`src/hw/mcs_pkg.sv`:
```
package mcs_pkg;

  localparam logic [7:0] ADDR_BLINK_PERIOD = 8'h44;
  localparam logic [7:0] ADDR_READ_SCAN_DIR = 8'h45;
  localparam logic [7:0] ADDR_WRITE_POS_X_LOW = 8'h46;
  localparam logic [7:0] ADDR_WRITE_POS_X_HIGH = 8'h47;
  localparam logic [7:0] ADDR_WRITE_POS_Y_LOW = 8'h48;
  localparam logic [7:0] ADDR_WRITE_POS_Y_HIGH = 8'h49;
  localparam logic [7:0] ADDR_READ_POS_X_LOW = 8'h4A;
  localparam logic [7:0] ADDR_READ_POS_X_HIGH = 8'h4B;
  localparam logic [7:0] ADDR_READ_POS_Y_LOW = 8'h4C;
  localparam logic [7:0] ADDR_READ_POS_Y_HIGH = 8'h4D;
  localparam logic [7:0] ADDR_CURSOR_WIDTH = 8'h4E;
  localparam logic [7:0] ADDR_CURSOR_HEIGHT = 8'h4F;
  localparam logic [7:0] ADDR_WRITE_CONTROL_PRIMARY = 8'h40;

  localparam int X_W = 10;
  localparam int Y_W = 9;
  localparam int SIZE_W = 5;
  localparam int SCALE_W = 2;
  localparam int DISP_W = SIZE_W + SCALE_W;

  localparam logic [7:0] RST_BLINK_PERIOD = 8'h00;
  localparam logic [1:0] RST_DIR = 2'h0;
  localparam logic [SIZE_W-1:0] RST_CURSOR_WIDTH = 5'h07;
  localparam logic [SIZE_W-1:0] RST_CURSOR_HEIGHT = 5'h00;
  localparam logic [X_W-1:0] RST_X = 10'h000;
  localparam logic [Y_W-1:0] RST_Y = 9'h000;

  // Control byte fields
  localparam int CTL_TEXT_BIT = 7;
  localparam int CTL_VISIBLE_BIT = 6;
  localparam int CTL_BLINK_BIT = 5;
  localparam int CTL_WDIR_LSB = 2;
  localparam int CTL_WR_HOLD_BIT = 1;
  localparam int CTL_RD_HOLD_BIT = 0;
  localparam logic [7:0] CTL_RW_MASK = 8'hEF;

  typedef enum logic [1:0] {
    DIR_LR_TD = 2'h0,
    DIR_RL_TD = 2'h1,
    DIR_TD_LR = 2'h2,
    DIR_DT_LR = 2'h3
  } mcs_dir_t;

  typedef struct packed {
    logic [X_W-1:0] x;
    logic [Y_W-1:0] y;
  } mcs_pos_t;

  typedef struct packed {
    logic [X_W-1:0] x_max;
    logic [Y_W-1:0] y_max;
  } mcs_bounds_t;

  typedef enum logic {
    BLINK_SHOWN,
    BLINK_HIDDEN
  } mcs_blink_t;

endpackage : mcs_pkg
```
`src/hw/mcs_cursor_regs.sv`:
```
// What this block does
// The blink period counts display frames, a value N giving N plus one frames per interval.
// In graphic mode the read cursor steps by a two-bit direction in one of four scan orders.
// The write cursor horizontal position is ten bits, low byte in one register, two top bits in the next.
// The write cursor vertical position is nine bits, low byte in one register, bit eight in the next.
// The read cursor horizontal position is ten bits split the same way across two registers.
// The read cursor vertical position is nine bits split the same way across two registers.
// The cursor width is five bits of pixels and resets to seven.
// The cursor height is five bits of pixels and resets to zero.
// Enlarged text scales the shown cursor width and height by the font factor.
// Each memory write advances the write cursor unless its hold bit is set or a host write to its position bytes falls in that cycle.
// Each memory read advances the read cursor unless its hold bit is set or a host write to its position bytes falls in that cycle.
// In graphic mode the write cursor steps by its own two-bit direction with the same four orders.
// The write cursor is shown only while visible is set, and blinks while blink enable is set.
// While blinking, the cursor toggles between shown and hidden each time the interval elapses.
// A position written by software is where the next access of that kind takes place.
//
// Our own choice: the plain strobed port.
`timescale 1ns/100ps
`default_nettype none
module mcs_cursor_regs
  import mcs_pkg::*;
(
  input wire logic MCLK,
  input wire logic RST,
  input wire logic [7:0] ADDR,
  input wire logic [7:0] WDATA,
  input wire logic WR,
  input wire logic RD,
  output logic [7:0] RDATA,
  input wire logic FRAME_TICK,
  input wire logic MEM_WR_DONE,
  input wire logic MEM_RD_DONE,
  input wire mcs_bounds_t BOUNDS,
  input wire logic [SCALE_W-1:0] FONT_SCALE,
  output mcs_pos_t WR_POS,
  output mcs_pos_t RD_POS,
  output logic TEXT_MODE,
  output logic CURSOR_SHOW,
  output logic [DISP_W-1:0] CURSOR_W_PIX,
  output logic [DISP_W-1:0] CURSOR_H_PIX
);

  logic [7:0] ctl_q, ctl_d;
  logic [7:0] blink_period_q, blink_period_d;
  logic [1:0] rdir_q, rdir_d;
  mcs_pos_t wpos_q, wpos_d;
  mcs_pos_t rpos_q, rpos_d;
  logic [SIZE_W-1:0] cw_q, cw_d;
  logic [SIZE_W-1:0] ch_q, ch_d;
  logic [7:0] frames_q, frames_d;
  mcs_blink_t blink_q, blink_d;
  logic [7:0] rdata_q, rdata_d;
  logic show_q, show_d;
  logic [DISP_W-1:0] cwp_q, cwp_d, chp_q, chp_d;
  logic wr_pos_hit, rd_pos_hit, wr_step, rd_step;
  logic [1:0] wdir_eff, rdir_eff;

  // Forward axis steps wrap to the origin past their limit
  function automatic logic [X_W-1:0] x_fwd(input logic [X_W-1:0] v, input logic [X_W-1:0] lim);
    return (v >= lim) ? RST_X : X_W'(v + 1'b1);
  endfunction

  function automatic logic [Y_W-1:0] y_fwd(input logic [Y_W-1:0] v, input logic [Y_W-1:0] lim);
    return (v >= lim) ? RST_Y : Y_W'(v + 1'b1);
  endfunction

  // Next position in scan order, wrapping at the active bounds
  function automatic mcs_pos_t step(input mcs_pos_t p, input logic [1:0] dir, input mcs_bounds_t b);
    mcs_pos_t n;
    n = p;
    case (mcs_dir_t'(dir))
      DIR_LR_TD: begin
        n.x = x_fwd(p.x, b.x_max);
        if (p.x >= b.x_max) begin
          n.y = y_fwd(p.y, b.y_max);
        end
      end
      DIR_RL_TD: begin
        if (p.x == RST_X) begin
          n.x = b.x_max;
          n.y = y_fwd(p.y, b.y_max);
        end else begin
          n.x = X_W'(p.x - 1'b1);
        end
      end
      DIR_TD_LR: begin
        n.y = y_fwd(p.y, b.y_max);
        if (p.y >= b.y_max) begin
          n.x = x_fwd(p.x, b.x_max);
        end
      end
      default: begin
        if (p.y == RST_Y) begin
          n.y = b.y_max;
          n.x = x_fwd(p.x, b.x_max);
        end else begin
          n.y = Y_W'(p.y - 1'b1);
        end
      end
    endcase
    return n;
  endfunction

  // Size scaled by factor 1..4
  function automatic logic [DISP_W-1:0] scale(input logic [SIZE_W-1:0] s, input logic [SCALE_W-1:0] f);
    return DISP_W'(s * ({1'b0, f} + 3'h1));
  endfunction

  // Position bytes sit at consecutive addresses, so a range test finds them
  function automatic logic in_span(input logic [7:0] a, input logic [7:0] lo, input logic [7:0] hi);
    return (a >= lo) && (a <= hi);
  endfunction

  // Host write to any byte of a cursor replaces its auto step in that cycle
  assign wr_pos_hit = WR && in_span(ADDR, ADDR_WRITE_POS_X_LOW, ADDR_WRITE_POS_Y_HIGH);
  assign rd_pos_hit = WR && in_span(ADDR, ADDR_READ_POS_X_LOW, ADDR_READ_POS_Y_HIGH);
  // Auto steps, each gated by its hold bit
  assign wr_step = MEM_WR_DONE && !ctl_q[CTL_WR_HOLD_BIT];
  assign rd_step = MEM_RD_DONE && !ctl_q[CTL_RD_HOLD_BIT];
  // Text mode ignores both direction fields and always runs left to right
  assign wdir_eff = ctl_q[CTL_TEXT_BIT] ? 2'(DIR_LR_TD) : ctl_q[CTL_WDIR_LSB +: 2];
  assign rdir_eff = ctl_q[CTL_TEXT_BIT] ? 2'(DIR_LR_TD) : rdir_q;

  // Settings; the control byte keeps its unused bit at zero
  always_comb begin
    ctl_d = ctl_q;
    blink_period_d = blink_period_q;
    rdir_d = rdir_q;
    cw_d = cw_q;
    ch_d = ch_q;
    if (WR) begin
      case (ADDR)
        ADDR_WRITE_CONTROL_PRIMARY: ctl_d = WDATA & CTL_RW_MASK;
        ADDR_BLINK_PERIOD: blink_period_d = WDATA;
        ADDR_READ_SCAN_DIR: rdir_d = WDATA[1:0];
        ADDR_CURSOR_WIDTH: cw_d = WDATA[SIZE_W-1:0];
        ADDR_CURSOR_HEIGHT: ch_d = WDATA[SIZE_W-1:0];
        default: ;
      endcase
    end
  end

  always_ff @(posedge MCLK or posedge RST) begin
    if (RST) begin
      ctl_q <= '0;
      blink_period_q <= RST_BLINK_PERIOD;
      rdir_q <= RST_DIR;
      cw_q <= RST_CURSOR_WIDTH;
      ch_q <= RST_CURSOR_HEIGHT;
    end else begin
      ctl_q <= ctl_d;
      blink_period_q <= blink_period_d;
      rdir_q <= rdir_d;
      cw_q <= cw_d;
      ch_q <= ch_d;
    end
  end

  // A step that meets a host write is dropped, not deferred
  always_comb begin
    wpos_d = wpos_q;
    if (wr_pos_hit) begin
      case (ADDR)
        ADDR_WRITE_POS_X_LOW: wpos_d.x[7:0] = WDATA;
        ADDR_WRITE_POS_X_HIGH: wpos_d.x[9:8] = WDATA[1:0];
        ADDR_WRITE_POS_Y_LOW: wpos_d.y[7:0] = WDATA;
        ADDR_WRITE_POS_Y_HIGH: wpos_d.y[8] = WDATA[0];
        default: ;
      endcase
    end else if (wr_step) begin
      wpos_d = step(wpos_q, wdir_eff, BOUNDS);
    end
  end

  always_ff @(posedge MCLK or posedge RST) begin
    if (RST) begin
      wpos_q <= '{x: RST_X, y: RST_Y};
    end else begin
      wpos_q <= wpos_d;
    end
  end

  // Same priority for the read cursor
  always_comb begin
    rpos_d = rpos_q;
    if (rd_pos_hit) begin
      case (ADDR)
        ADDR_READ_POS_X_LOW: rpos_d.x[7:0] = WDATA;
        ADDR_READ_POS_X_HIGH: rpos_d.x[9:8] = WDATA[1:0];
        ADDR_READ_POS_Y_LOW: rpos_d.y[7:0] = WDATA;
        ADDR_READ_POS_Y_HIGH: rpos_d.y[8] = WDATA[0];
        default: ;
      endcase
    end else if (rd_step) begin
      rpos_d = step(rpos_q, rdir_eff, BOUNDS);
    end
  end

  always_ff @(posedge MCLK or posedge RST) begin
    if (RST) begin
      rpos_q <= '{x: RST_X, y: RST_Y};
    end else begin
      rpos_q <= rpos_d;
    end
  end

  // Frames are counted only while blinking is on
  always_comb begin
    frames_d = frames_q;
    blink_d = blink_q;
    if (!ctl_q[CTL_BLINK_BIT]) begin
      frames_d = '0;
      blink_d = BLINK_SHOWN;
    end else if (FRAME_TICK) begin
      // Counter reaching the period means N+1 frames have passed
      if (frames_q >= blink_period_q) begin
        frames_d = '0;
        blink_d = (blink_q == BLINK_SHOWN) ? BLINK_HIDDEN : BLINK_SHOWN;
      end else begin
        frames_d = 8'(frames_q + 1'b1);
      end
    end
  end

  always_ff @(posedge MCLK or posedge RST) begin
    if (RST) begin
      frames_q <= '0;
      blink_q <= BLINK_SHOWN;
    end else begin
      frames_q <= frames_d;
      blink_q <= blink_d;
    end
  end

  always_comb begin
    show_d = ctl_q[CTL_VISIBLE_BIT];
    if (ctl_q[CTL_BLINK_BIT] && blink_q == BLINK_HIDDEN) begin
      show_d = 1'b0;
    end
  end

  always_ff @(posedge MCLK or posedge RST) begin
    if (RST) begin
      show_q <= 1'b0;
    end else begin
      show_q <= show_d;
    end
  end

  // Shown size lags a scale change by one cycle
  always_comb begin
    cwp_d = scale(cw_q, FONT_SCALE);
    chp_d = scale(ch_q, FONT_SCALE);
  end

  always_ff @(posedge MCLK or posedge RST) begin
    if (RST) begin
      cwp_q <= '0;
      chp_q <= '0;
    end else begin
      cwp_q <= cwp_d;
      chp_q <= chp_d;
    end
  end

  // Unmapped addresses and unused bits read as zero
  always_comb begin
    rdata_d = 8'h00;
    if (RD) begin
      case (ADDR)
        ADDR_WRITE_CONTROL_PRIMARY: rdata_d = ctl_q;
        ADDR_BLINK_PERIOD: rdata_d = blink_period_q;
        ADDR_READ_SCAN_DIR: rdata_d = {6'h00, rdir_q};
        ADDR_WRITE_POS_X_LOW: rdata_d = wpos_q.x[7:0];
        ADDR_WRITE_POS_X_HIGH: rdata_d = {6'h00, wpos_q.x[9:8]};
        ADDR_WRITE_POS_Y_LOW: rdata_d = wpos_q.y[7:0];
        ADDR_WRITE_POS_Y_HIGH: rdata_d = {7'h00, wpos_q.y[8]};
        ADDR_READ_POS_X_LOW: rdata_d = rpos_q.x[7:0];
        ADDR_READ_POS_X_HIGH: rdata_d = {6'h00, rpos_q.x[9:8]};
        ADDR_READ_POS_Y_LOW: rdata_d = rpos_q.y[7:0];
        ADDR_READ_POS_Y_HIGH: rdata_d = {7'h00, rpos_q.y[8]};
        ADDR_CURSOR_WIDTH: rdata_d = {3'h0, cw_q};
        ADDR_CURSOR_HEIGHT: rdata_d = {3'h0, ch_q};
        default: rdata_d = 8'h00;
      endcase
    end
  end

  always_ff @(posedge MCLK or posedge RST) begin
    if (RST) begin
      rdata_q <= '0;
    end else begin
      rdata_q <= rdata_d;
    end
  end

  assign RDATA = rdata_q;
  assign WR_POS = wpos_q;
  assign RD_POS = rpos_q;
  assign TEXT_MODE = ctl_q[CTL_TEXT_BIT];
  assign CURSOR_SHOW = show_q;
  assign CURSOR_W_PIX = cwp_q;
  assign CURSOR_H_PIX = chp_q;

endmodule // mcs_cursor_regs
`default_nettype wire

```
`config.mk`:
```
export PLATFORM = sky130hd
export DESIGN_NAME = mcs_cursor_regs
export DESIGN_NICKNAME = d
export VERILOG_FILES = /design/src/hw/mcs_pkg.sv /design/src/hw/mcs_cursor_regs.sv
export SDC_FILE = /design/constraint.sdc
export NUM_CORES = 1
export LEC_CHECK = 0
export ABC_AREA = 1
export BUFFER_PORTS_ARGS = -buffer_cell sky130_fd_sc_hd__buf_2
export CORE_UTILIZATION = 35
export CTS_CLUSTER_SIZE = 28
export DETAILED_ROUTE_END_ITERATION = 10
export PLACE_DENSITY_LB_ADDON = 0.3
export SLEW_MARGIN = 20
export SYNTH_ARGS = -nofsm -noshare
export SYNTH_HDL_FRONTEND = slang
export SYNTH_SLANG_ARGS = --single-unit
```
`constraint.sdc`:
```
create_clock -name MCLK -period 2.6 [get_ports MCLK]
set_input_delay 0.26 -clock MCLK [delete_from_list [all_inputs] [get_ports MCLK]]
set_output_delay 0.26 -clock MCLK [all_outputs]
set_load 0.1 [all_outputs]
```
* Word-level counts from Yosys, hierarchy flattened *
Cells that the tools add are included.

word-level totals
  register bits after elaboration = 97
  bits of input ports = 44
  output and inout port bits = 62
  logic and storage cells = 148

operators by class
  add/subtract/negate cells = 10
  multiply operators = 2
  $lt $le $gt $ge = 9
  equal/unequal tests = 33
  muxes and demuxes = 42
  reduce and logical (&&, ||, !) cells = 33

operators with widths
  kind                                                                                  number
  19-bit one-hot mux with 3 select lines                                                2
  8-bit by 7-bit == test with 1-bit output (second input constant)                      13
  8-bit one-hot mux with 13 select lines                                                1
  10-bit 2-to-1 mux                                                                     8
  19-bit 2-to-1 mux                                                                     4
  9-bit 2-to-1 mux                                                                      8
  8-bit 2-to-1 mux                                                                      8
  4-bit AND reduction                                                                   8
  10-bit by 1-bit adder with 10-bit output (second input constant)                      2
  10-bit greater-or-equal comparator                                                    2
  10-bit logical NOT                                                                    2
  10-bit by 1-bit subtractor with 10-bit output (second input constant)                 2
  9-bit by 1-bit adder with 9-bit output (second input constant)                        2
  9-bit greater-or-equal comparator                                                     2
  9-bit logical NOT                                                                     2
  2-bit by 1-bit != test with 1-bit output (second input constant)                      9
  3-bit != test (second input constant)                                                 6
  9-bit by 1-bit subtractor with 9-bit output (second input constant)                   2
  8-bit by 7-bit greater-or-equal comparator with 1-bit output (second input constant)  2
  8-bit by 7-bit less-or-equal comparator with 1-bit output (second input constant)     2
  2-bit AND reduction                                                                   6
  5-bit nonzero test                                                                    2
  8-bit by 1-bit adder with 8-bit output (second input constant)                        1
  8-bit greater-or-equal comparator                                                     1
  12 further kinds                                                                      32

* Longest topological paths before layout *
  depth after elaboration = 6
  depth in mapped cells = 15
  depth with buffers taken out = 15

* Worst setup path before layout *
Ideal clock, no wire load.

  kind = register to register
  from = register rpos_q, in the netlist RD_POS[9]
  to = register rpos_q, in the netlist RD_POS[7]
  library setup time = 0.068 ns
  arrival time = 2.772 ns
  required time = 2.532 ns
  path slack = -0.240 ns
  stages on the path, launching flop included = 13
  clock period less this slack = 2.840 ns
  cells stage by stage = dfrtp_1 inv_1 ha_1 o21ai_0 nand2_1 nand3_1 nor2b_1 nand2_1 nand2_1 nand2_1 nand2_1 nand2_1 nand2_1

between the ends
  word-level cells in the longest chain between the ends = 3
  elaborated cells between the ends (all ways) = 5
  classes of those cells = order compare: 1; eq/ne: 2; reduce/logical: 2

RTL lines
  what                                                                             line                                          text
  start: declaration                                                               mcs_cursor_regs.sv:48                         mcs_pos_t rpos_q, rpos_d;
  start signal: assignment                                                         mcs_cursor_regs.sv:202                        rpos_q <= '{x: RST_X, y: RST_Y};
  start signal: assignment                                                         mcs_cursor_regs.sv:204                        rpos_q <= rpos_d;
  10-bit greater-or-equal comparator / 10-bit logical NOT (equally long branches)  mcs_cursor_regs.sv:75, mcs_cursor_regs.sv:80
  3-bit != test (no line)                                                          -
  4-bit AND reduction (no line) (*)                                                -

Every way passes the cells marked *; elsewhere a longest branch is shown, timed or not.
A chain may end at the register's enable or synchronous reset.

* Worst setup path after layout *
  from = register wpos_q, in the netlist WR_POS[16]
  to = register wpos_q, in the netlist WR_POS[13]

between the ends
  word-level cells in the longest chain between the ends = 6
  elaborated cells between the ends (all ways) = 9
  classes of those cells = order compare: 1; mux: 7; reduce/logical: 1

RTL lines
  what                                         line                                          text
  start: declaration                           mcs_cursor_regs.sv:47                         mcs_pos_t wpos_q, wpos_d;
  start signal: assignment                     mcs_cursor_regs.sv:178                        wpos_q <= '{x: RST_X, y: RST_Y};
  start signal: assignment                     mcs_cursor_regs.sv:180                        wpos_q <= wpos_d;
  10-bit greater-or-equal comparator           mcs_cursor_regs.sv:61                         return (v >= lim) ? RST_X : X_W'(v + 1'b1);
  10-bit 2-to-1 mux                            mcs_cursor_regs.sv:61
  10-bit 2-to-1 mux, on equally long branches  mcs_cursor_regs.sv:94, mcs_cursor_regs.sv:89
  19-bit one-hot mux with 3 select lines (*)   mcs_cursor_regs.sv:72                         case (mcs_dir_t'(dir))
  19-bit 2-to-1 mux (*)                        mcs_cursor_regs.sv:171                        end else if (wr_step) begin
  19-bit 2-to-1 mux (*)                        mcs_cursor_regs.sv:163                        if (wr_pos_hit) begin

Every way passes the cells marked *; elsewhere a longest branch is shown, timed or not. The select of a mux whose other input is x is not followed.

==> results.json <==
{
  "status": "finished, final reports clean",
  "initial_utilization_pct": 35.52,
  "arrival_ns": 2.70,
  "ys_seq_area_share_pct": 27.25,
  "layout-drive-gt1-share_pct": 14.06,
  "wire_per_inst_um": 16.58,
  "synth_area_sq_mm": 0.008920,
  "grt_max_degree": 98,
  "cp-start-kind": "register",
  "synthCells": 1381,
  "ios": 106,
  "cp-end-kind": "register",
  "final_cell_count_no_fill": 1859,
  "final_cell_mix": "nand2_1 (490), inv_1 (184), buf_2 (105), nor2_1 (102), nand3_1 (100)",
  "synthXorXnorAreaFrac_pct": 3.731,
  "p_switching_w": 0.006101,
  "finClkSkew_ns": 0.008281,
  "synth_fa_ha_area_share_pct": 12.18,
  "syn_nets": 1507,
  "comb_power_share_pct": 66.9,
  "grt_usage_pct": 24.07,
  "cts_max_level": 3,
  "synth_top_family_by_area": "simple AND/OR/NAND/NOR gates",
  "wl_um": 30830,
  "post_cts.repair.setup_buffers": 0,
  "ff_latch_area_sq_mm": 0.002439,
  "vias_per_cell": 5.115,
  "switching_share_pct": 58.04,
  "setup_tns_ns": 0,
  "hold_path_class": "input pin to async pin",
  "io_buffers": 105,
  "setup_viol": 0,
  "die_area_sq_mm": 0.02613,
  "cts_root_buf": "clkbuf_16",
  "num_antenna_cells": 0,
  "cts_buffer_depth": 2,
  "grt_pass1_wl_um": 48350,
  "p_leak_nw": 5.926,
  "via_count": 9508,
  "synth-async-reset-ratio_pct": 100.0,
  "required_ns": 2.89,
  "fin_nets": 1650,
  "path_max_fanout": 9,
  "multi_input_area_sq_mm": 0.005610,
  "clockPowerShare_pct": 12.5,
  "fin_crit_ns": 2.410,
  "r2r_slack_ns": 0.19,
  "finalCritPeriodShare_pct": 92.71,
  "overflow": 0,
  "drt-initial-drc-count": 898,
  "relSlewSlack_pct": 62.80,
  "placed_cells": 1843,
  "pwr-share-seq_pct": 20.6,
  "antenna_found_initial": 0,
  "muxShareOfSynthArea_pct": 0,
  "synth_edf_count": 0,
  "yosys_warnings": 0,
  "p_int_w": 0.004410,
  "cts_hold_buf": 0,
  "powerDensity_mw_per_mm2": 1005,
  "ir_drop_mv": 0.7493,
  "synthSimpleGateAreaFrac_pct": 35.63,
  "row_count": 58,
  "total_power_w": 0.01051,
  "fillers": 2732,
  "grt_pass1_vias": 8803,
  "hpwl_um": 24470,
  "clock_latency_ns": 0.36,
  "gp_congestion": 0.9476,
  "max_freq_mhz": 414.9,
  "synth.distinct_cells": 44,
  "path_class": "register to register",
  "worst_pin_slew_ns": 0.5580,
  "synth_ff_type": "dfrtp_1",
  "cts_tree": "done",
  "numCtsBuffers": 9,
  "slew_violations": 0,
  "synth-compound-area-share_pct": 11.36,
  "ys_ff_latch": 97,
  "post_cts_resize_count": 0,
  "syn_avg_cell_area_sq_um": 6.459,
  "final_common_cell": "nand2_1",
  "hold_violations": 0,
  "route.detailed.drc": 0,
  "fp.dieW_um": 161.6,
  "clock_sinks": 97,
  "fp.coreArea_sq_mm": 0.02511,
  "first_pass_iters": 5,
  "clk_pin_slew_ns": 0.07,
  "area_growth_pct": 17.21,
  "chipHeight_um": 161.6,
  "drv_cap": 0,
  "rsz0062_at_grt": "false",
  "ant_nets": 0
}
-- layout make-up --
| class | count | area share [%] |
|---|---|---|
| flip-flops and latches | 97 | 23.32 |
| multi-input cells | 1061 | 53.66 |
| well taps | 330 | 3.949 |
| clock buffers | 13 | 2.489 |
| repair buffers | 165 | 9.454 |
| inverters | 190 | 6.881 |
| clock inverters | 3 | 0.2393 |
-- power by group through the flow --
| stage | registers (W) | clock network (W) | logic (W) |
|---|---|---|---|
| after global placement | 0.00219 | 0 | 0.00689 |
| after detailed placement | 0.00219 | 0 | 0.00694 |
| after global routing | 0.00220 | 0.00140 | 0.00768 |
| final | 0.00216 | 0.00132 | 0.00703 |
| after floorplan | 0.00404 | 0 | 0.00326 |
| after CTS | 0.00216 | 0.00135 | 0.00696 |
-- worst max-delay path: stages (launching register included) --
cell,delay [ns]
dfrtp_1,0.61
ha_1,0.33
nand2_1,0.07
a21oi_1,0.06
nor2_1,0.10
nand2_1,0.07
nor2_1,0.38
nand2_1,0.20
o21ai_0,0.24
nand2_1,0.07
nand2_1,0.08
nand2_1,0.06
nand2_1,0.06
-- state kept, by name (all words and copies together) (netlist names) --
signal and cells:
CURSOR_H_PIX 7, CURSOR_SHOW 1, CURSOR_W_PIX 7, RDATA 8, RD_POS 19, WR_POS 19
blink_period_q 8, blink_q 1, ch_q 5, ctl_q 7, cw_q 5, frames_q 8
rdir_q 2
-- per-layer routing --
layer	up-vias	track usage, %	wire length [um]	part of all wire (%)
li1	4724	-	-	-
met1	4354	32.48	13550	44
met2	373	37.97	13910	45
met3	57	4.520	2304	7.5
met4	0	9.220	1059	3.4
met5	-	0	0	0
-- kinds of logic (layout without fill, tap and decap cells) --
| logic type | count (synthesis) | in the layout |
|---|---|---|
| AND/OR/NAND/NOR | 762 | 762 |
| buffers and inverters | 223 | 371 |
| AO/OA/AOI/OAI | 179 | 179 |
| flip-flops | 97 | 97 |
| adder cells (fa/ha/maj) | 82 | 82 |
| XOR/XNOR | 38 | 38 |
-- worst paths after layout --
| path | to | from | cells after the start |
|---|---|---|---|
| max | WR_POS[13] | WR_POS[16] | 12 |
| min | CURSOR_H_PIX[6] | RST | 3 |
| max reg2reg | WR_POS[13] | WR_POS[16] | 12 |
| min reg2reg | CURSOR_SHOW | blink_q | 1 |
| max in group asynchronous | RD_POS[0] | RST | 3 |
| min in group MCLK | CURSOR_W_PIX[0] | FONT_SCALE[0] | 3 |
-- through the flow --
stage / cell area [sq um] / hold WS [ns] / utilization (%) / setup WS, ns
global placement: 10170 / 0.4593 / 40.50 / 0.1445
finish: 10460 / 0.04011 / 41.64 / 0.1895
detailed placement: 10170 / 0.4589 / 40.50 / 0.1055
CTS: 10460 / 0.08297 / 41.64 / 0.2056
global route: 10460 / 0.09052 / 41.64 / 0.06507
floorplan: 8931 / 0.3264 / - / 0.01028
-- synthesized netlist by cell type, drive strengths merged (2+ instances only) --
cell,count,area share [%]
ha,74,10
o21ai,80,4.5
dfstp,3,0.88
o22ai,21,1.5
o211ai,15,1.3
a21oi,49,2.9
o31ai,2,0.17
nand4,31,2.2
xor2,34,3.3
inv,190,8.0
nor2,112,5.2
nand3b,4,0.34
buf,16,1.1
fa,8,1.8
clkbuf,17,0.73
nand3,103,5.9
nand2,492,21
or2,3,0.21
a211oi,2,0.17
a221oi,3,0.29
xnor2,4,0.39
dfrtp,94,26
a21o,3,0.25
nor3,15,0.84
No activity file was read; power rests on OpenSTA's default activity.
